File: src/flash_power_pkg.sv
// Shared constants and types for the flash power-up and busy sequencer.
// Assumes a single 10 MHz core clock; all times but the first-read delay are converted to cycles of it.
`default_nettype none

package flash_power_pkg;

	localparam int unsigned CLK_MHZ = 10;
	localparam int unsigned CNT_W = 26;

	// Worst-case times in microseconds.
	localparam int unsigned POWER_UP_WRITE_DELAY_US = 3000;
	localparam int unsigned SUPPLY_TO_FIRST_READ_DELAY_US = 70;
	localparam int unsigned PAGE_WRITE_BUSY_US = 2500;
	localparam int unsigned SECURITY_AREA_WRITE_BUSY_US = 950;
	localparam int unsigned PAGE_CLEAR_BUSY_US = 20000;
	localparam int unsigned BLOCK4_CLEAR_BUSY_US = 60000;
	localparam int unsigned BLOCK32_CLEAR_BUSY_US = 500000;
	localparam int unsigned BLOCK64_CLEAR_BUSY_US = 1000000;
	localparam int unsigned WHOLE_ARRAY_CLEAR_BUSY_US = 4000000;
	localparam int unsigned STATUS_WRITE_BUSY_US = 200;

	// Longest times round up, which an integer product of whole microseconds already does.
	localparam int unsigned POWER_UP_WRITE_DELAY_CYC = POWER_UP_WRITE_DELAY_US * CLK_MHZ;
	localparam int unsigned PAGE_WRITE_BUSY_CYC = PAGE_WRITE_BUSY_US * CLK_MHZ;
	localparam int unsigned SECURITY_AREA_WRITE_BUSY_CYC = SECURITY_AREA_WRITE_BUSY_US * CLK_MHZ;
	localparam int unsigned PAGE_CLEAR_BUSY_CYC = PAGE_CLEAR_BUSY_US * CLK_MHZ;
	localparam int unsigned BLOCK4_CLEAR_BUSY_CYC = BLOCK4_CLEAR_BUSY_US * CLK_MHZ;
	localparam int unsigned BLOCK32_CLEAR_BUSY_CYC = BLOCK32_CLEAR_BUSY_US * CLK_MHZ;
	localparam int unsigned BLOCK64_CLEAR_BUSY_CYC = BLOCK64_CLEAR_BUSY_US * CLK_MHZ;
	localparam int unsigned WHOLE_ARRAY_CLEAR_BUSY_CYC = WHOLE_ARRAY_CLEAR_BUSY_US * CLK_MHZ;
	localparam int unsigned STATUS_WRITE_BUSY_CYC = STATUS_WRITE_BUSY_US * CLK_MHZ;

	localparam logic [CNT_W-1:0] CNT_ZERO = 26'h0000000;
	localparam logic [CNT_W-1:0] CNT_ONE = 26'h0000001;

	typedef enum logic [2:0] {
		OP_PAGE_WRITE = 3'h0,
		OP_SECURITY_WRITE = 3'h1,
		OP_PAGE_CLEAR = 3'h2,
		OP_BLOCK4_CLEAR = 3'h3,
		OP_BLOCK32_CLEAR = 3'h4,
		OP_BLOCK64_CLEAR = 3'h5,
		OP_WHOLE_CLEAR = 3'h6,
		OP_STATUS_WRITE = 3'h7
	} op_kind_t;

	typedef enum logic [1:0] {
		PWR_RESET = 2'h0,
		PWR_WAIT = 2'h1,
		PWR_STANDBY = 2'h2,
		PWR_ACTIVE = 2'h3
	} pwr_state_t;

	typedef struct packed {
		logic valid;
		op_kind_t kind;
	} op_req_t;

	typedef struct packed {
		logic drive;
		logic data;
	} so_req_t;

endpackage

`default_nettype wire

File: src/flash_power_seq.sv
// Power-up, chip-select arming, mode select and internal busy timing of a serial flash.
// Assumes the POR circuit drives reset_n_i, SPI pins arrive asynchronously, and the
// command decoder on ref_clk_i issues operation starts and output-drive requests.
// The decoder is expected to poll busy_o; a request that arrives while busy is only
// reported through op_refused_o and otherwise has no effect.
// All busy and delay times are cycle counts of ref_clk_i; the parameters below set all but the status write busy time.
`timescale 1ns/1ps
`default_nettype none

module flash_power_seq #(
	parameter int unsigned PWR_DELAY_CYC = flash_power_pkg::POWER_UP_WRITE_DELAY_CYC,
	parameter int unsigned PAGE_WR_CYC = flash_power_pkg::PAGE_WRITE_BUSY_CYC,
	parameter int unsigned SEC_WR_CYC = flash_power_pkg::SECURITY_AREA_WRITE_BUSY_CYC,
	parameter int unsigned PAGE_CLR_CYC = flash_power_pkg::PAGE_CLEAR_BUSY_CYC,
	parameter int unsigned BLK4_CLR_CYC = flash_power_pkg::BLOCK4_CLEAR_BUSY_CYC,
	parameter int unsigned BLK32_CLR_CYC = flash_power_pkg::BLOCK32_CLEAR_BUSY_CYC,
	parameter int unsigned BLK64_CLR_CYC = flash_power_pkg::BLOCK64_CLEAR_BUSY_CYC,
	parameter int unsigned WHOLE_CLR_CYC = flash_power_pkg::WHOLE_ARRAY_CLEAR_BUSY_CYC
) (
	input wire logic ref_clk_i,
	input wire logic reset_n_i,
	input wire logic cs_n_i,
	input wire logic sck_i,
	input wire flash_power_pkg::op_req_t op_req_i,
	input wire flash_power_pkg::so_req_t so_req_i,
	output logic so_o,
	output logic so_oe_o,
	output logic cmd_enable_o,
	output logic mode3_o,
	output logic busy_o,
	output logic op_done_o,
	output logic op_refused_o,
	output flash_power_pkg::pwr_state_t pwr_state_o
);
	import flash_power_pkg::*;

	// Every flip-flop of the block lives in this one record, so that reset and the
	// next-state logic cannot miss a field.
	// The two pin synchronisers come first; only their second stage feeds logic.
	typedef struct packed {
		logic cs_meta;
		logic cs_sync;
		logic cs_prev;
		logic sck_meta;
		logic sck_sync;
		logic armed;
		logic cmd_active;
		logic mode3;
		pwr_state_t pwr;
		logic [CNT_W-1:0] pud_cnt;
		logic pending;
		op_kind_t pend_kind;
		logic busy;
		logic [CNT_W-1:0] busy_cnt;
		logic done;
		logic refused;
		logic so;
		logic so_oe;
	} state_t;

	state_t st_ff;
	state_t nxt_st;

	// Worst-case busy time per kind, used both for a direct start and a deferred one.
	// The worst case is used on purpose: a host that polls never sees a shorter busy.
	function automatic logic [CNT_W-1:0] busy_cycles(input op_kind_t kind);
		logic [CNT_W-1:0] cyc;
		cyc = CNT_ONE;
		unique case (kind)
			OP_PAGE_WRITE: cyc = CNT_W'(PAGE_WR_CYC);
			OP_SECURITY_WRITE: cyc = CNT_W'(SEC_WR_CYC);
			OP_PAGE_CLEAR: cyc = CNT_W'(PAGE_CLR_CYC);
			OP_BLOCK4_CLEAR: cyc = CNT_W'(BLK4_CLR_CYC);
			OP_BLOCK32_CLEAR: cyc = CNT_W'(BLK32_CLR_CYC);
			OP_BLOCK64_CLEAR: cyc = CNT_W'(BLK64_CLR_CYC);
			OP_WHOLE_CLEAR: cyc = CNT_W'(WHOLE_CLR_CYC);
			OP_STATUS_WRITE: cyc = CNT_W'(STATUS_WRITE_BUSY_CYC);
		endcase
		return cyc;
	endfunction

	logic cs_fall;
	logic delay_over;
	logic is_array_op;

	always_comb begin
		nxt_st = st_ff;
		nxt_st.done = 1'b0;
		nxt_st.refused = 1'b0;

		nxt_st.cs_meta = cs_n_i;
		nxt_st.cs_sync = st_ff.cs_meta;
		nxt_st.cs_prev = st_ff.cs_sync;
		nxt_st.sck_meta = sck_i;
		nxt_st.sck_sync = st_ff.sck_meta;

		cs_fall = st_ff.cs_prev && !st_ff.cs_sync;
		delay_over = (st_ff.pud_cnt == CNT_ZERO);
		is_array_op = (op_req_i.kind != OP_STATUS_WRITE);

		if (cs_fall) begin
			nxt_st.armed = 1'b1;
			nxt_st.mode3 = st_ff.sck_sync;
		end
		// Commands count only inside a frame that follows the first chip select fall.
		nxt_st.cmd_active = (st_ff.armed || cs_fall) && !st_ff.cs_sync;

		// The power state leaves reset on the first edge, counts the power-up delay and
		// then follows the synchronised chip select level.
		// Reads are never held back by this delay; only array operations wait for it.
		unique case (st_ff.pwr)
			PWR_RESET: begin
				nxt_st.pwr = PWR_WAIT;
			end
			PWR_WAIT: begin
				if (!delay_over) begin
					nxt_st.pud_cnt = st_ff.pud_cnt - CNT_ONE;
				end else begin
					nxt_st.pwr = st_ff.cs_sync ? PWR_STANDBY : PWR_ACTIVE;
				end
			end
			PWR_STANDBY: begin
				nxt_st.pwr = st_ff.cs_sync ? PWR_STANDBY : PWR_ACTIVE;
			end
			PWR_ACTIVE: begin
				nxt_st.pwr = st_ff.cs_sync ? PWR_STANDBY : PWR_ACTIVE;
			end
		endcase

		// A request that finds the block busy or holding a deferred one is dropped.
		if (op_req_i.valid) begin
			if (st_ff.busy || st_ff.pending || !st_ff.armed) begin
				nxt_st.refused = 1'b1;
			end else if (is_array_op && (st_ff.pwr == PWR_WAIT || st_ff.pwr == PWR_RESET)) begin
				nxt_st.pending = 1'b1;
				nxt_st.pend_kind = op_req_i.kind;
				nxt_st.busy = 1'b1;
			end else begin
				nxt_st.busy = 1'b1;
				nxt_st.busy_cnt = busy_cycles(op_req_i.kind);
			end
		end

		// A deferred operation already shows busy; its countdown starts once the delay
		// has run out, so its total busy time includes the rest of that delay.
		if (st_ff.pending && st_ff.pwr != PWR_WAIT && st_ff.pwr != PWR_RESET) begin
			nxt_st.pending = 1'b0;
			nxt_st.busy_cnt = busy_cycles(st_ff.pend_kind);
		end

		// The count holds the cycles still to run; the last one lowers busy and pulses
		// done in the same update, so the two can never disagree.
		if (st_ff.busy && !st_ff.pending) begin
			if (st_ff.busy_cnt <= CNT_ONE) begin
				nxt_st.busy = 1'b0;
				nxt_st.busy_cnt = CNT_ZERO;
				nxt_st.done = 1'b1;
			end else begin
				nxt_st.busy_cnt = st_ff.busy_cnt - CNT_ONE;
			end
		end

		// Output drive is granted only inside an armed frame, so it is off after reset.
		nxt_st.so_oe = nxt_st.cmd_active && so_req_i.drive;
		nxt_st.so = nxt_st.so_oe && so_req_i.data;
	end

	// The POR is the asynchronous reset, which clears every operation in flight.
	always_ff @(posedge ref_clk_i or negedge reset_n_i) begin
		if (!reset_n_i) begin
			st_ff <= '0;
			st_ff.cs_meta <= 1'b1;
			st_ff.cs_sync <= 1'b1;
			st_ff.cs_prev <= 1'b1;
			st_ff.pwr <= PWR_RESET;
			st_ff.pud_cnt <= CNT_W'(PWR_DELAY_CYC);
			st_ff.pend_kind <= OP_PAGE_WRITE;
		end else begin
			st_ff <= nxt_st;
		end
	end

	// Outputs are plain views of the registered state, with no logic in between.
	assign so_o = st_ff.so;
	assign so_oe_o = st_ff.so_oe;
	assign cmd_enable_o = st_ff.cmd_active;
	assign mode3_o = st_ff.mode3;
	assign busy_o = st_ff.busy;
	assign op_done_o = st_ff.done;
	assign op_refused_o = st_ff.refused;
	assign pwr_state_o = st_ff.pwr;

endmodule

`default_nettype wire

File: config.mk
export PLATFORM = sky130hd
export DESIGN_NAME = flash_power_seq
export DESIGN_NICKNAME = d
export VERILOG_FILES = /design/src/flash_power_pkg.sv /design/src/flash_power_seq.sv
export SDC_FILE = /design/constraint.sdc
export NUM_CORES = 1
export LEC_CHECK = 0
export BUFFER_PORTS_ARGS = -buffer_cell sky130_fd_sc_hd__clkbuf_2
export CAP_MARGIN = 20
export CORE_MARGIN = 2
export CORE_UTILIZATION = 57
export CTS_CLUSTER_DIAMETER = 60
export CTS_CLUSTER_SIZE = 8
export DETAILED_ROUTE_END_ITERATION = 10
export GPL_TIMING_DRIVEN = 1
export PLACE_DENSITY = 0.76
export SYNTH_ARGS = -nofsm -noshare
export SYNTH_HDL_FRONTEND = slang
export SYNTH_SLANG_ARGS = --single-unit
File: constraint.sdc
create_clock -name ref_clk_i -period 4.65 [get_ports ref_clk_i]
set_input_delay 0.2325 -clock ref_clk_i [delete_from_list [all_inputs] [get_ports ref_clk_i]]
set_output_delay 0.2325 -clock ref_clk_i [all_outputs]
set_load 0.1 [all_outputs]
==> results.sh <==
export IMPL_status="finished, final reports clean"
export IMPL_p_leak_nw=2.03
export IMPL_cp_max_fo=22
export IMPL_rsz0062_at_grt="no"
export IMPL_pwr_share_clk_pct=27.7
export IMPL_mappedNetlistNets=449
export IMPL_io_buffers=18
export IMPL_fp_dieArea_mm2=0.00789
export IMPL_dp_cells=516
export IMPL_async_reset_ff_share_pct=100
export IMPL_path_clk_slew_ns=0.08
export IMPL_routed_wl_mm=9.05
export IMPL_post_route_min_period_ns=2.85
export IMPL_hold_class="in2async"
export IMPL_end_kind="flip-flop"
export IMPL_area_growth_pct=8.91
export IMPL_cp_slowest_cell="o31ai_4"
export IMPL_finalSetupViolations=0
export IMPL_met1Wirelength_mm=4.26
export IMPL_wl_per_cell_um=16.9
export IMPL_critPathMaxStageDelay_ns=0.78
export IMPL_path_class="reg2reg"
export IMPL_clock_latency_ns=0.36
export IMPL_vias_per_cell=6.18
export IMPL_die_w_um=88.8
export IMPL_post_cts_setup_buffers=0
export IMPL_ys_types=68
export IMPL_cts_tree="done"
export IMPL_syn_inst=424
export IMPL_io_pins=19
export IMPL_timing_setup_tns_ns=0
export IMPL_avgSynthCellArea_um2=9.67
export IMPL_netlist_area_mm2=0.00410
export IMPL_diodes=0
export IMPL_drive_above_1_share_pct=14.1
export IMPL_combPwrFrac_pct=28.7
export IMPL_ant_nets=0
export IMPL_fin_cells=535
export IMPL_fmax_ghz=0.351
export IMPL_clockBufferDepth=2
export IMPL_worst_ep_required_time_ns=4.88
export IMPL_max_slew_margin_pct=42.8
export IMPL_drc=0
export IMPL_finalHoldViolCount=0
export IMPL_cap_violations=0
export IMPL_fin_nets=459
export IMPL_cts_made_buffers=9
export IMPL_route_top_layer_used="met4"
export IMPL_antenna_found_initial=0
export IMPL_die_height_um=88.8
export IMPL_drt_iter0_markers=234
export IMPL_dr_wl_met2_mm=4.12
export IMPL_cts_max_level=3
export IMPL_hpwlAfterDp_mm=6.24
export IMPL_power_frac_seq_pct=43.6
export IMPL_synth_top_flop_cell="dfrtp_1"
export IMPL_p_sw_share_pct=36.6
export IMPL_seq_area_frac_synth_pct=43.6
export IMPL_cts_sink_count=71
export IMPL_wl_met3_um=464
export IMPL_grt_max_degree=72
export IMPL_core_mm2=0.00687
export IMPL_startpoint_type="flip-flop"
export IMPL_synth_edff_count=0
export IMPL_grt_pass1_vias=3045
export IMPL_grtUsageTotal_pct=25.1
export IMPL_num_vias=3307
export IMPL_ys_seq_elements=71
export IMPL_cts_root_buf="clkbuf_8"
export IMPL_gp_congestion=0.877
export IMPL_p_int_w=0.00127
export IMPL_core_rowCount=30
export IMPL_grt_overflow_total=0
export IMPL_drv_slew=0
export IMPL_power_density_mw_per_mm2=448
export IMPL_crit_chain="nor4_1 -> nand2_1 -> o31ai_4 -> o21ai_0 -> a221o_1"
export IMPL_yosys_warnings=0
export IMPL_worstPathArrival_ns=3.08
export IMPL_grt_pass1_wl_mm=15.0
export IMPL_fin_crit_sh_pct=61.2
export IMPL_firstDrtPassIters=5
export IMPL_initial_core_util_pct=59.7
export IMPL_vdd_drop_max_mv=0.342
export IMPL_skew_ns=0.0120
export IMPL_switchingPower_w=0.000732
export IMPL_worst_pin_slew_ns=0.858
==> cell type report <==
cell class | count | area (um2)
timing repair buffer | 23 | 136
clock inverter | 5 | 81.3
fill | 568 | 2400
clock buffer | 11 | 141
inverter | 18 | 67.6
multi-input combinational | 311 | 2130
tap | 96 | 120
sequential | 71 | 1790
==> per-stage QoR <==
stage	instance area [um2]	power [W]	utilization [%]	worst slack, ns	hold WS, ns
finish	4470	0.00200	65.0	1.80	0.0569
global route	4470	0.00212	65.0	1.71	0.0997
floorplan	4100	0.00131	-	2.25	-0.0631
global placement	4210	0.00142	61.3	2.08	0.321
CTS	4450	0.00200	64.8	1.89	0.0880
detailed placement	4210	0.00144	61.3	1.92	0.321
==> registers in the layout (all words and copies together) (netlist names) <==
register / cells
cmd_enable_o: 1
op_refused_o: 1
nxt_st: 3
so_oe_o: 1
st_ff: 59
mode3_o: 1
so_o: 1
pwr_state_o: 2
op_done_o: 1
busy_o: 1
==> placed cells by master (no fill, tap or decap), types with 3 or more instances in the layout <==
| cell type | n |
|---|---|
| inv_1 | 18 |
| nor4bb_1 | 3 |
| nor2b_1 | 9 |
| o22a_1 | 3 |
| dfrtp_1 | 61 |
| xor2_1 | 23 |
| a2bb2oi_1 | 3 |
| or2_2 | 3 |
| o22ai_1 | 3 |
| clkbuf_8 | 10 |
| nor4_1 | 12 |
| dfstp_2 | 10 |
| o31ai_1 | 4 |
| mux2i_1 | 6 |
| clkbuf_2 | 17 |
| a31oi_1 | 6 |
| a211oi_1 | 4 |
| a22o_1 | 6 |
| o32ai_1 | 3 |
| nor2_1 | 34 |
| or3_1 | 5 |
| a21oi_1 | 26 |
| ha_1 | 15 |
| nand4_1 | 3 |
| or4_1 | 4 |
| o21ai_0 | 21 |
| nand2_1 | 24 |
| nand3_1 | 7 |
| nand2b_1 | 4 |
| a32oi_1 | 4 |
| and3_1 | 3 |
| o2bb2ai_1 | 5 |
| nor3_1 | 26 |
==> what timing repair did <==
action                     4_1_cts  5_1_grt
resized for setup                0        0
hold buffers                     2        0
setup endpoints to repair        0        0
hold endpoints to repair         2        0
==> Yosys cell counts (5+ instances only) <==
library cell	n	area (um2)
a21oi_1	26	130
a22o_1	6	52.6
a31oi_1	6	37.5
buf_4	5	37.5
clkbuf_1	14	52.6
dfrtp_1	61	1530
dfstp_2	10	263
ha_1	15	188
inv_1	18	67.6
mux2i_1	6	60.1
nand2_1	24	90.1
nand3_1	7	35.0
nor2_1	34	128
nor2b_1	9	56.3
nor3_1	26	130
nor4_1	12	75.1
o21ai_0	21	105
o2bb2ai_1	5	43.8
or3_1	5	31.3
xor2_1	23	201
==> final timing paths <==
path | slack [ns] | depth (start not counted) | start | endpoint
setup / recovery | 1.80 | 5 | st_ff[17] | st_ff[9]
hold / removal | 0.06 | 2 | reset_n_i | mode3_o
setup reg to reg | 1.80 | 5 | st_ff[17] | st_ff[9]
hold reg to reg | 0.36 | 0 | nxt_st[66] | st_ff[66]
max in group asynchronous | 4.03 | 2 | reset_n_i | st_ff[10]
min in group ref_clk_i | 0.10 | 2 | so_req_i[1] | so_oe_o
==> cells by family after synthesis <==
| logic type | count (synthesis) | share of synthesized area, % |
|---|---|---|
| compound gates | 111 | 19.0 |
| xor+xnor | 24 | 5.13 |
| fa+ha+maj | 15 | 4.58 |
| buf+inv | 42 | 4.42 |
| flops | 71 | 43.6 |
| mux | 8 | 2.01 |
| simple gates | 153 | 21.2 |
==> power groups by stage <==
stage	Sequential, W	Combinational [W]	Clock, W
floorplan	0.000878	0.000427	0
global placement	0.000873	0.000545	0
detailed placement	0.000879	0.000562	0
CTS	0.000868	0.000568	0.000560
global route	0.000894	0.000635	0.000591
finish	0.000873	0.000574	0.000554
==> critical path: cells and delay by family (launching register included) <==
kind | cells | cell delay (ns)
AOI/OAI and AO/OA | 3 | 1.40
DFF | 1 | 0.43
and+or+nand+nor | 2 | 0.88
==> layer usage <==
metal / track usage (%) / vias to the layer above
met5: 0 / -
met4: 10.6 / 0
met3: 4.85 / 19
met2: 37.7 / 101
met1: 35.6 / 1599
li1: - / 1588
No activity file was read; power rests on OpenSTA's default activity.
